--- src/logic/asbm_regs.svh ---
`ifndef ASBM_REGS_SVH
`define ASBM_REGS_SVH
// APB byte offsets
`define ASBM_OFF_OPT_STORE 12'h000
`define ASBM_OFF_OPT_ACTIVE 12'h004
`define ASBM_OFF_PAGE_PTR 12'h008
`define ASBM_OFF_BANK 12'h00c
`define ASBM_OFF_MAP 12'h010
// Program memory landmarks
`define ASBM_RESET_ENTRY 16'h0100
`define ASBM_VECTOR_TOP 16'h00ff
`define ASBM_OPT_FIRST 16'h003c
`define ASBM_OPT_LAST 16'h003f
`define ASBM_OPT_ISP 16'h003e
`define ASBM_OPT_SYS 16'h003f
`define ASBM_ENTRY_0 16'h0200
`define ASBM_ENTRY_1 16'h0300
`define ASBM_ENTRY_2 16'h0500
`define ASBM_ENTRY_3 16'h0900
`define ASBM_PROT_0 16'h01ff
`define ASBM_PROT_1 16'h02ff
`define ASBM_PROT_2 16'h04ff
`define ASBM_PROT_3 16'h08ff
// Option byte fields and erased value
`define ASBM_OPT_ERASED 8'hff
`define ASBM_BIT_RELOC_N 7
`define ASBM_BIT_ENTRY_HI 6
`define ASBM_BIT_ENTRY_LO 5
`define ASBM_BIT_PROT_N 2
`define ASBM_BIT_SIZE_HI 1
`define ASBM_BIT_SIZE_LO 0
// Register file landmarks
`define ASBM_UPPER_BASE 8'hc0
`define ASBM_BANK_BASE 8'he0
`define ASBM_PAGE_PTR_ADDR 8'hdf
`define ASBM_PP_RESET 8'h00
`define ASBM_LCD_PAGE 4'h3
`define ASBM_LCD_LAST 8'h15
`define ASBM_PAGE_LAST 4'h4
`endif

--- src/logic/asbm_pkg.sv ---
package asbm_pkg;
    // Register addressing mode of a CPU access
    typedef enum logic [1:0] {
        ASBM_MODE_DIRECT,
        ASBM_MODE_WORKING,
        ASBM_MODE_INDIRECT,
        ASBM_MODE_INDEXED
    } asbm_mode_type;
    // Decoded register region
    typedef enum logic [2:0] {
        ASBM_REG_PRIME,
        ASBM_REG_COMMON,
        ASBM_REG_LOWER_BANK,
        ASBM_REG_UPPER_BANK,
        ASBM_REG_SECOND_UPPER_SET
    } asbm_region_type;
    // Register bus request from the CPU
    typedef struct packed {
        logic valid;
        logic write;
        asbm_mode_type mode;
        logic [7:0] addr;
        logic [7:0] wdata;
    } asbm_rf_req_type;
    // Decoded register select toward the register file
    typedef struct packed {
        logic valid;
        logic write;
        asbm_region_type region;
        logic [3:0] page;
        logic [7:0] offset;
        logic lcd;
    } asbm_rf_sel_type;
    // Program memory erase or program request
    typedef struct packed {
        logic valid;
        logic tool;
        logic [15:0] addr;
        logic [7:0] wdata;
    } asbm_flash_req_type;
endpackage

--- src/logic/asbm_map.sv ---
`include "asbm_regs.svh"

module asbm_map (
    input wire logic pclk,
    input wire logic presetn,
    input wire logic ce,
    input wire logic psel,
    input wire logic penable,
    input wire logic pwrite,
    input wire logic [11:0] paddr,
    input wire logic [31:0] pwdata,
    output logic [31:0] prdata,
    output logic pready,
    output logic pslverr,
    input wire asbm_pkg::asbm_rf_req_type rf_req,
    input wire logic select_lower_bank_op,
    input wire logic select_upper_bank_op,
    output asbm_pkg::asbm_rf_sel_type rf_sel,
    input wire asbm_pkg::asbm_flash_req_type flash_req,
    output logic flash_grant,
    output logic flash_blocked,
    output logic [15:0] fetch_start,
    output logic isp_enable
);
    import asbm_pkg::*;

    // Stored option bytes and the configuration in force
    logic [7:0] opt_isp_q, opt_sys_q;
    logic [7:0] act_isp_q, act_sys_q;
    logic [7:0] register_page_pointer_q; // Destination high, source low
    logic bank_upper_q; // Set when upper bank addressed
    logic [31:0] prdata_q;
    logic pready_q, pslverr_q;
    asbm_rf_sel_type rf_sel_q;
    logic flash_grant_q, flash_blocked_q;
    logic [15:0] fetch_start_q;
    logic isp_enable_q;

    // Option decode of the configuration in force
    wire reloc_on = ~act_isp_q[`ASBM_BIT_RELOC_N];
    wire prot_on = ~act_isp_q[`ASBM_BIT_PROT_N];
    wire [1:0] entry_sel = {act_isp_q[`ASBM_BIT_ENTRY_HI], act_isp_q[`ASBM_BIT_ENTRY_LO]};
    wire [1:0] size_sel = {act_isp_q[`ASBM_BIT_SIZE_HI], act_isp_q[`ASBM_BIT_SIZE_LO]};
    // Relocated entry choice, bits ignored when relocation off
    wire [15:0] reloc_entry = (entry_sel == 2'h0) ? `ASBM_ENTRY_0 :
                              (entry_sel == 2'h1) ? `ASBM_ENTRY_1 :
                              (entry_sel == 2'h2) ? `ASBM_ENTRY_2 : `ASBM_ENTRY_3;
    wire [15:0] start_d = reloc_on ? reloc_entry : `ASBM_RESET_ENTRY;
    // Protected area top, area begins at the normal entry
    wire [15:0] prot_top = (size_sel == 2'h0) ? `ASBM_PROT_0 :
                           (size_sel == 2'h1) ? `ASBM_PROT_1 :
                           (size_sel == 2'h2) ? `ASBM_PROT_2 : `ASBM_PROT_3;
    // Vector area is not protected, only the programming area
    wire in_prot = (flash_req.addr >= `ASBM_RESET_ENTRY) && (flash_req.addr <= prot_top);
    wire blocked_d = flash_req.valid && !flash_req.tool && prot_on && in_prot;
    // Option area hit on the 16-bit program bus
    wire opt_hit = (flash_req.addr >= `ASBM_OPT_FIRST) && (flash_req.addr <= `ASBM_OPT_LAST);
    wire opt_isp_hit = flash_req.valid && (flash_req.addr == `ASBM_OPT_ISP);
    wire opt_sys_hit = flash_req.valid && (flash_req.addr == `ASBM_OPT_SYS);
    wire tool_isp = opt_isp_hit && flash_req.tool;
    wire tool_sys = opt_sys_hit && flash_req.tool;
    wire sw_isp = opt_isp_hit && !blocked_d;
    wire sw_sys = opt_sys_hit && !blocked_d;

    // Register bus decode
    wire upper = rf_req.addr >= `ASBM_UPPER_BASE;
    wire banked = rf_req.addr >= `ASBM_BANK_BASE;
    wire via_pointer = (rf_req.mode == ASBM_MODE_INDIRECT) || (rf_req.mode == ASBM_MODE_INDEXED);
    // Destination nibble for writes, source nibble for reads
    wire [3:0] page_d = rf_req.write ? register_page_pointer_q[7:4] : register_page_pointer_q[3:0];
    wire asbm_region_type region_d = !upper ? ASBM_REG_PRIME :
                                     via_pointer ? ASBM_REG_SECOND_UPPER_SET :
                                     !banked ? ASBM_REG_COMMON :
                                     bank_upper_q ? ASBM_REG_UPPER_BANK : ASBM_REG_LOWER_BANK;
    // First set ignores the page, prime and second set follow it
    wire first_upper_set = upper && !via_pointer;
    wire [3:0] sel_page = first_upper_set ? 4'h0 : page_d;
    wire lcd_d = !upper && (page_d == `ASBM_LCD_PAGE) && (rf_req.addr <= `ASBM_LCD_LAST);
    // Page pointer reached only by direct register addressing
    wire pp_cpu_wr = rf_req.valid && rf_req.write && (rf_req.mode == ASBM_MODE_DIRECT)
                     && (rf_req.addr == `ASBM_PAGE_PTR_ADDR);

    // APB decode
    wire apb_acc = psel && penable && !pready_q;
    wire hit_store = paddr == `ASBM_OFF_OPT_STORE;
    wire hit_active = paddr == `ASBM_OFF_OPT_ACTIVE;
    wire hit_pp = paddr == `ASBM_OFF_PAGE_PTR;
    wire hit_bank = paddr == `ASBM_OFF_BANK;
    wire hit_map = paddr == `ASBM_OFF_MAP;
    wire apb_map = hit_store | hit_active | hit_pp | hit_bank | hit_map;
    wire pp_apb_wr = apb_acc && pwrite && hit_pp;
    wire bank_apb_wr = apb_acc && pwrite && hit_bank;
    wire [31:0] rd_mux = hit_store ? {16'h0000, opt_sys_q, opt_isp_q} :
                         hit_active ? {16'h0000, act_sys_q, act_isp_q} :
                         hit_pp ? {24'h000000, register_page_pointer_q} :
                         hit_bank ? {31'h00000000, bank_upper_q} :
                         hit_map ? {15'h0000, isp_enable_q, fetch_start_q} : 32'h00000000;

    // Stored option bytes, written by software or tool
    always_ff @(posedge pclk or negedge presetn) begin
        if (!presetn) begin
            opt_isp_q <= `ASBM_OPT_ERASED;
            opt_sys_q <= `ASBM_OPT_ERASED;
        end else if (ce) begin
            if (sw_isp) begin
                opt_isp_q <= flash_req.wdata;
            end
            if (sw_sys) begin
                opt_sys_q <= flash_req.wdata;
            end
        end
    end

    // Options in force, only the programming tool applies them
    always_ff @(posedge pclk or negedge presetn) begin
        if (!presetn) begin
            act_isp_q <= `ASBM_OPT_ERASED;
            act_sys_q <= `ASBM_OPT_ERASED;
        end else if (ce) begin
            if (tool_isp) begin
                act_isp_q <= flash_req.wdata;
            end
            if (tool_sys) begin
                act_sys_q <= flash_req.wdata;
            end
        end
    end

    // Page pointer, CPU write takes priority over APB
    always_ff @(posedge pclk or negedge presetn) begin
        if (!presetn) begin
            register_page_pointer_q <= `ASBM_PP_RESET;
        end else if (ce) begin
            if (pp_cpu_wr) begin
                register_page_pointer_q <= rf_req.wdata;
            end else if (pp_apb_wr) begin
                register_page_pointer_q <= pwdata[7:0];
            end
        end
    end

    // Bank select, lower bank op wins on a tie
    always_ff @(posedge pclk or negedge presetn) begin
        if (!presetn) begin
            bank_upper_q <= 1'b0;
        end else if (ce) begin
            if (select_lower_bank_op) begin
                bank_upper_q <= 1'b0;
            end else if (select_upper_bank_op) begin
                bank_upper_q <= 1'b1;
            end else if (bank_apb_wr) begin
                bank_upper_q <= pwdata[0];
            end
        end
    end

    // APB answer one cycle into the access phase
    always_ff @(posedge pclk or negedge presetn) begin
        if (!presetn) begin
            pready_q <= 1'b0;
            pslverr_q <= 1'b0;
            prdata_q <= 32'h00000000;
        end else if (ce) begin
            pready_q <= apb_acc;
            pslverr_q <= apb_acc && !apb_map;
            prdata_q <= (apb_acc && !pwrite) ? rd_mux : 32'h00000000;
        end
    end

    // Register select toward the register file
    always_ff @(posedge pclk or negedge presetn) begin
        if (!presetn) begin
            rf_sel_q <= '0;
        end else if (ce) begin
            rf_sel_q.valid <= rf_req.valid;
            rf_sel_q.write <= rf_req.write;
            rf_sel_q.region <= region_d;
            rf_sel_q.page <= sel_page;
            rf_sel_q.offset <= rf_req.addr;
            rf_sel_q.lcd <= lcd_d;
        end
    end

    // Flash request verdict, vector area never blocked, protected area blocked for software
    always_ff @(posedge pclk or negedge presetn) begin
        if (!presetn) begin
            flash_grant_q <= 1'b0;
            flash_blocked_q <= 1'b0;
        end else if (ce) begin
            flash_grant_q <= flash_req.valid && !blocked_d;
            flash_blocked_q <= blocked_d;
        end
    end

    // Fetch start and programming area enable
    always_ff @(posedge pclk or negedge presetn) begin
        if (!presetn) begin
            fetch_start_q <= `ASBM_RESET_ENTRY;
            isp_enable_q <= 1'b0;
        end else if (ce) begin
            fetch_start_q <= start_d;
            isp_enable_q <= reloc_on;
        end
    end

    assign prdata = prdata_q;
    assign pready = pready_q;
    assign pslverr = pslverr_q;
    assign rf_sel = rf_sel_q;
    assign flash_grant = flash_grant_q;
    assign flash_blocked = flash_blocked_q;
    assign fetch_start = fetch_start_q;
    assign isp_enable = isp_enable_q;

    // Fetch start follows relocation enable
    property p_start_default;
        @(posedge pclk) disable iff (!presetn)
        ce && act_isp_q[`ASBM_BIT_RELOC_N] |=> fetch_start_q == `ASBM_RESET_ENTRY;
    endproperty
    a_start_default: assert property (p_start_default) else $error("start not 0100h");

    property p_start_reloc;
        @(posedge pclk) disable iff (!presetn)
        ce && !act_isp_q[`ASBM_BIT_RELOC_N] && entry_sel == 2'h3
        |=> fetch_start_q == `ASBM_ENTRY_3 && isp_enable_q;
    endproperty
    a_start_reloc: assert property (p_start_reloc) else $error("relocated entry wrong");

    // Software write to option byte 3Eh leaves the active 3Eh byte
    property p_sw_no_apply;
        @(posedge pclk) disable iff (!presetn)
        ce && opt_isp_hit && !flash_req.tool |=> $stable(act_isp_q);
    endproperty
    a_sw_no_apply: assert property (p_sw_no_apply) else $error("active options moved");

    property p_protect;
        @(posedge pclk) disable iff (!presetn)
        ce && flash_req.valid && !flash_req.tool && !act_isp_q[`ASBM_BIT_PROT_N]
        && flash_req.addr == `ASBM_RESET_ENTRY |=> flash_blocked_q && !flash_grant_q;
    endproperty
    a_protect: assert property (p_protect) else $error("protected write allowed");

    property p_vector_open;
        @(posedge pclk) disable iff (!presetn)
        ce && flash_req.valid && flash_req.addr <= `ASBM_VECTOR_TOP |=> flash_grant_q;
    endproperty
    a_vector_open: assert property (p_vector_open) else $error("vector area refused");

    property p_second_upper_set;
        @(posedge pclk) disable iff (!presetn)
        ce && rf_req.valid && upper && via_pointer |=> rf_sel_q.region == ASBM_REG_SECOND_UPPER_SET;
    endproperty
    a_second_upper_set: assert property (p_second_upper_set) else $error("second set not selected");

    property p_first_upper_set_page;
        @(posedge pclk) disable iff (!presetn)
        ce && rf_req.valid && upper && rf_req.mode == ASBM_MODE_DIRECT
        |=> rf_sel_q.region != ASBM_REG_SECOND_UPPER_SET && rf_sel_q.page == 4'h0;
    endproperty
    a_first_upper_set_page: assert property (p_first_upper_set_page) else $error("first set paged");

    property p_bank_op;
        @(posedge pclk) disable iff (!presetn)
        ce && select_upper_bank_op && !select_lower_bank_op ##1 ce && rf_req.valid
        && banked && rf_req.mode == ASBM_MODE_DIRECT |=> rf_sel_q.region == ASBM_REG_UPPER_BANK;
    endproperty
    a_bank_op: assert property (p_bank_op) else $error("upper bank not used");

    property p_reset_state;
        @(posedge pclk)
        !presetn |-> register_page_pointer_q == `ASBM_PP_RESET && !bank_upper_q;
    endproperty
    a_reset_state: assert property (p_reset_state) else $error("reset state wrong");

    // Software writes anywhere in the option area leave both active bytes
    property p_opt_area;
        @(posedge pclk) disable iff (!presetn)
        ce && flash_req.valid && !flash_req.tool && opt_hit
        |=> $stable(act_isp_q) && $stable(act_sys_q);
    endproperty
    a_opt_area: assert property (p_opt_area) else $error("option area applied");

    // Display area flagged on page 3 reads
    property p_lcd;
        @(posedge pclk) disable iff (!presetn)
        ce && rf_req.valid && !upper && !rf_req.write
        && register_page_pointer_q[3:0] == `ASBM_LCD_PAGE && rf_req.addr <= `ASBM_LCD_LAST
        |=> rf_sel_q.lcd;
    endproperty
    a_lcd: assert property (p_lcd) else $error("display area missed");

endmodule // asbm_map

--- config.mk ---
export PLATFORM = sky130hd
export DESIGN_NAME = asbm_map
export DESIGN_NICKNAME = d
export VERILOG_FILES = /design/src/logic/asbm_pkg.sv /design/src/logic/asbm_map.sv
export VERILOG_INCLUDE_DIRS = /design/src /design/src/logic
export SDC_FILE = /design/constraint.sdc
export NUM_CORES = 1
export LEC_CHECK = 0
export BUFFER_PORTS_ARGS = -buffer_cell sky130_fd_sc_hd__clkbuf_2
export CAP_MARGIN = 10
export CORE_ASPECT_RATIO = 0.75
export CORE_UTILIZATION = 44
export CTS_BUF_LIST = sky130_fd_sc_hd__clkbuf_4 sky130_fd_sc_hd__clkbuf_8 sky130_fd_sc_hd__clkbuf_16
export CTS_CLUSTER_DIAMETER = 200
export CTS_CLUSTER_SIZE = 8
export DETAILED_ROUTE_END_ITERATION = 12
export HOLD_SLACK_MARGIN = 0.08
export PLACE_DENSITY = 0.76
export SLEW_MARGIN = 40
export SYNTH_ARGS = -nofsm -noshare
export SYNTH_HDL_FRONTEND = slang
export SYNTH_SLANG_ARGS = --single-unit
--- constraint.sdc ---
create_clock -name pclk -period 1.8 [get_ports pclk]
set_input_delay 0.09 -clock pclk [delete_from_list [all_inputs] [get_ports pclk]]
set_output_delay 0.09 -clock pclk [all_outputs]
set_load 0.03 [all_outputs]
**Yosys cells after proc, flatten, opt, wreduce, memory -nomap -nowiden**

Index checks and enable logic that the tools add are counted.

- Bitwise operators: 6
- Muxes and demuxes: 24
- Reduce and logical (&&, ||, !) cells: 44
- Div/mod/pow operators: 0
- Multiply operators: 0
- Order comparisons: 5
- Equal/unequal tests: 14
- Add/subtract/negate cells: 0
- Shift-type cells: 0

Operators by type and width:

| kind | count |
|---|---|
| $mux 17 | 6 |
| $mux 12 | 7 |
| $eq 16x6->1 const B | 2 |
| $eq 12x4->1 const B | 2 |
| $logic_and 1x1->1 | 24 |
| $ge 16x9->1 const B | 1 |
| $ge 8x8->1 const B | 2 |
| $le 16x12->1 | 1 |
| $mux 8 | 2 |
| $eq 12x3->1 const B | 1 |
| $eq 12x5->1 const B | 1 |
| $logic_not 12->1 | 1 |
| $reduce_and 2->1 | 6 |
| $eq 2x2->1 const B | 4 |
| $eq 8x8->1 const B | 1 |
| $le 8x5->1 const B | 1 |
| $mux 4 | 2 |
| $logic_not 1->1 | 7 |
| $logic_not 2->1 | 3 |
| $mux 3 | 2 |
| $eq 2x1->1 const B | 2 |
| $eq 4x2->1 const B | 1 |
| $mux 1 | 4 |
| $or 1x1->1 | 4 |
| other kinds (5) | 6 |

- Memories kept: 0
- Logic and storage cells: 112
- Flip-flop bits (word level): 112
- Latch bits: 0
- ROM bits: 0
- Bits of input ports: 98
- Memory bits (writable): 0

**Logic depth before layout (Yosys ltp)**

- Word-level depth: 10
- Depth in mapped cells: 6
- Depth with buffers taken out: 6

**Worst setup path before layout**

Ideal clock, no wire load.

- Path kind: register to register
- From: register act_isp_q[1]
- To: register flash_blocked_q, in the netlist flash_blocked
- Cell stages (with the launch flop): 7
- Path buffers: 0
- Arrival time: 1.789 ns
- Required time: 1.735 ns
- Setup slack: -0.055 ns
- Library setup time: 0.065 ns
- Path through: dfstp_2 -> or2_2 -> ha_1 -> nand4_1 -> or4_1 -> a211oi_1 -> mux2_2

- Longest elaborated chain between the ends: 7
- Elaborated cells between the ends (all ways): 9
- Those cells by class: order compare: 1; eq/ne: 2; mux: 3; reduce/logical: 3

Ends and longest elaborated chain:

| item | line | source |
|---|---|---|
| from (decl) | asbm_map.sv:29 | `logic [7:0] act_isp_q, act_sys_q;` |
| from (signal assigned) | asbm_map.sv:117 | `` act_isp_q <= `ASBM_OPT_ERASED; `` |
| from (signal assigned) | asbm_map.sv:121 | `act_isp_q <= flash_req.wdata;` |
| $eq 2x2->1 | asbm_map.sv:52 | `` (size_sel == 2'h2) ? `ASBM_PROT_2 : `ASBM_PROT_3; `` |
| $mux 12 (no line) (2 in a row) | n/a |  |
| $mux 12 (no line) (*) | n/a |  |
| $le 16x12->1 (*) | asbm_map.sv:54 | `` wire in_prot = (flash_req.addr >= `ASBM_RESET_ENTRY) && (flash_req.addr <= prot_top); `` |
| $logic_and 1x1->1 (*) | asbm_map.sv:54 |  |
| $logic_and 1x1->1 (*) | asbm_map.sv:55 | `wire blocked_d = flash_req.valid && !flash_req.tool && prot_on && in_prot;` |
| to (signal assigned) | asbm_map.sv:191 | `flash_blocked_q <= blocked_d;` |
| to (decl) | asbm_map.sv:35 | `logic flash_grant_q, flash_blocked_q;` |

Every way passes the cells marked *; elsewhere a longest branch is shown, timed or not.
A chain may end at the register's enable or synchronous reset.

**Final worst setup path**

Ends and elaborated chain as after synthesis.

==> flow_summary.toml <==
[clock_network]
cts_root_buf = "clkbuf_16"
cts.path.max_buffers = 2
cts.sinks = 85
htreeDepth = 3
clkTransAtPathRegs_ns = 0.06
cts_tree = "done"
post-cts-setup-buffers = 0
cts_made_buffers = 9
insertion_delay_ns = 0.34

[yosys]
ys.flop_type = "dfrtp_1"
netlist.area_leader.share_pct = 29.8
synthTopCellsByArea = "dfrtp_1 30%, dfstp_2 20%, mux2_2 11%"
ys_async_sr_fraction_pct = 100
syn_avg_cell_area_um2 = 10.8
synth_warnings = 0
syn-instance-count = 404
synth-seq-cells = 85
synth-edff-count = 0
yosysMostFrequentCell = "dfrtp_1"
yosysUniqueCellTypes = 49
syn_area_um2 = 4360
synth_area_leader_cell = "dfrtp_1"
yosysSeqAreaShare_pct = 49.7
ys_top_cells_by_count = "52 x dfrtp_1, 43 x mux2_2, 35 x inv_1"

[route]
vias_per_cell = 5.34
dr.first_iter.drc_count = 203
wire_per_inst_um = 16.8
drtPass1Iterations = 4
routed-via-count = 3762
wl_mm = 11.8
route.detailed.drc = 0
drtAntennaViolNets = 0

[sta]
tightest_slew_ns = 0.496
slew_headroom_pct = 66.5
min_period_ns = 1.95
clock.fmax_ghz = 0.514
setup_viol = 2
skew_ns = 0.00757
setup_ws_ns = -0.147
slew_violations = 0
rsz0062_at_grt = "true"
hold_viol = 0
tns_ns = -0.269
finalCritPeriodShare_pct = 108

[critical_path]
timing.rr.start = "act_isp_q[1]$_DFFE_PN1P_"
slowest_delay_ns = 0.42
required_ns = 2.08
critPathSlowestCell = "or4_4"
r2r_end = "flash_blocked$_DFFE_PN0P_"
worstPathArrival_ns = 2.22
r2r_slack_ns = -0.15
path_cells = "or2_2 -> ha_4 -> nand4_1 -> or4_4 -> a211oi_2 -> mux2_2"
crit_fanout = 5
worst_setup_path_end_kind = "register"
cp-start-kind = "register"
crit_type = "reg2reg"
worst_r2r_path_depth = 6

[layout]
fin_nets = 670
num-fill-cells = 808
diodes = 0
multiInputGateArea_um2 = 1930
layout-drive-gt1-share_pct = 44.2
seqCellArea_um2 = 2170
area_delta_synth_final_pct = 33.2

[power_and_ir_drop]
power_mw = 4.74
vdd_drop_max_mv = 0.601
p_leak_nw = 2.73
power.density_nw_per_um2 = 816

[worst_hold_path]
hold_class = "in2reg"
min-delay-start = "pwdata[7]"
hold_end = "register_page_pointer_q[7]$_DFFE_PN0P_"
hold_depth = 5

[floorplanning]
rows = 31
dieWidth_um = 117
ios = 169
die_y_um = 88.3
core_um2 = 9660
start_util_pct = 45.2
die_area_um2 = 10300

[global_routing]
grt_pass1_vias = 3764
overflow = 0
antenna_found_initial = 0
grt_max_degree = 36
grt_first_pass_wirelength_mm = 19.1
grt_usage_pct = 25.1

[placement]
dp_hpwl_mm = 8.75
io_buffers = 117
gp_congestion = 0.819

[status]
status = "finished with violations"
violations = "setup timing"

[run]
cap_violations = 0
-- cell usage in the layout (no fill, tap or decap), types with 3 or more instances in the layout --
master and n:
inv_1 35, mux2_2 43, dfstp_2 33, a21oi_1 15
bufinv_16 3, conb_1 27, a22oi_1 4, nand2_1 22
nand4_1 4, mux2i_1 4, dlygate4sd3_1 24, o211ai_1 5
or4_1 4, clkbuf_2 116, o2bb2ai_1 8, nand2b_1 11
clkbuf_16 9, nor4_1 6, o32ai_1 14, o21ai_0 22
dfrtp_1 52, nor3_1 5, nand3b_1 3, o41ai_1 9
nand3_1 10, nor2_1 12, nand4b_1 4, buf_4 29
-- layer usage --
layer	global-route usage [%]	part of all wire, %
met5	0	0
met2	39.6	45
met1	34.9	46
met3	6.78	7.4
met4	5.29	0.97
-- final cells by class --
class / instances / share of cell area, %
flip-flops and latches: 85 / 37.3
clock buffers: 10 / 4.11
repair buffers: 170 / 18.2
multi-input cells: 265 / 33.2
inverters: 37 / 2.39
clock inverters: 6 / 1.89
well taps: 132 / 2.84
-- power breakdown --
group	switching [mW]	internal [mW]	leakage, nW
combinational	0.402	0.216	1.59
clock	0.741	1.39	0.165
sequential	0.0305	1.96	0.979
total	1.17	3.57	2.73
-- kinds of logic after synthesis --
group | count (synthesis) | synth area share (%)
simple gates | 96 | 13.0
flops | 85 | 49.7
other cells | 1 | 0.0859
mux | 47 | 12.0
compound gates | 91 | 14.7
fa+ha+maj | 4 | 1.15
buf+inv | 80 | 9.40
-- sequential cells by signal, summed over array words and instances, names as in the netlist --
name / flops
pready: 1
bank_upper_q: 1
fetch_start: 4
act_isp_q: 8
act_sys_q: 8
prdata: 17
flash_blocked: 1
opt_isp_q: 8
isp_enable: 1
register_page_pointer_q: 8
opt_sys_q: 8
pslverr: 1
rf_sel: 18
flash_grant: 1
-- how the worst max path moves through the flow --
stage | endpoint | startpoint
after floorplan | flash_blocked$_DFFE_PN0P_ | act_isp_q[1]$_DFFE_PN1P_
after global placement | register_page_pointer_q[5]$_DFFE_PN0P_ | paddr[1]
after detailed placement | register_page_pointer_q[6]$_DFFE_PN0P_ | paddr[1]
after CTS | flash_blocked$_DFFE_PN0P_ | act_isp_q[1]$_DFFE_PN1P_
after global routing | flash_blocked$_DFFE_PN0P_ | act_isp_q[0]$_DFFE_PN1P_
final | flash_blocked$_DFFE_PN0P_ | act_isp_q[1]$_DFFE_PN1P_
-- worst max-delay path, delay by kind of cell, from the launching register on --
kind	cells	cell delay, ns
AO/OA/AOI/OAI	1	0.22
flip-flops	1	0.39
AND/OR/NAND/NOR	3	0.83
adder cells (fa/ha/maj)	1	0.26
multiplexers	1	0.19
-- per-stage QoR --
stage          std cells  hold WS (ns)  cell area [um^2]  setup slack (ns)  utilization, %
6_report             705         0.130              5810            -0.147            60.2
5_1_grt              705         0.171              5810            -0.215            60.2
4_1_cts              705         0.123              5790            -0.131            59.9
3_5_place_dp         665        0.0636              5180            -0.193            53.6
3_3_place_gp         665        0.0567              5180            -0.111            53.6
2_1_floorplan        430        -0.206              4470           -0.0210               -
-- repair_timing --
| action | 4_1_cts | 5_1_grt |
|---|---|---|
| setup endpoints to repair | 2 | 10 |
| hold buffers | 24 | 0 |
| gates cloned | 0 | 0 |
| gates resized for setup | 3 | 3 |
| pin swaps | 1 | 1 |
| hold endpoints to repair | 100 | 0 |
(Power assumes the default switching activity.)
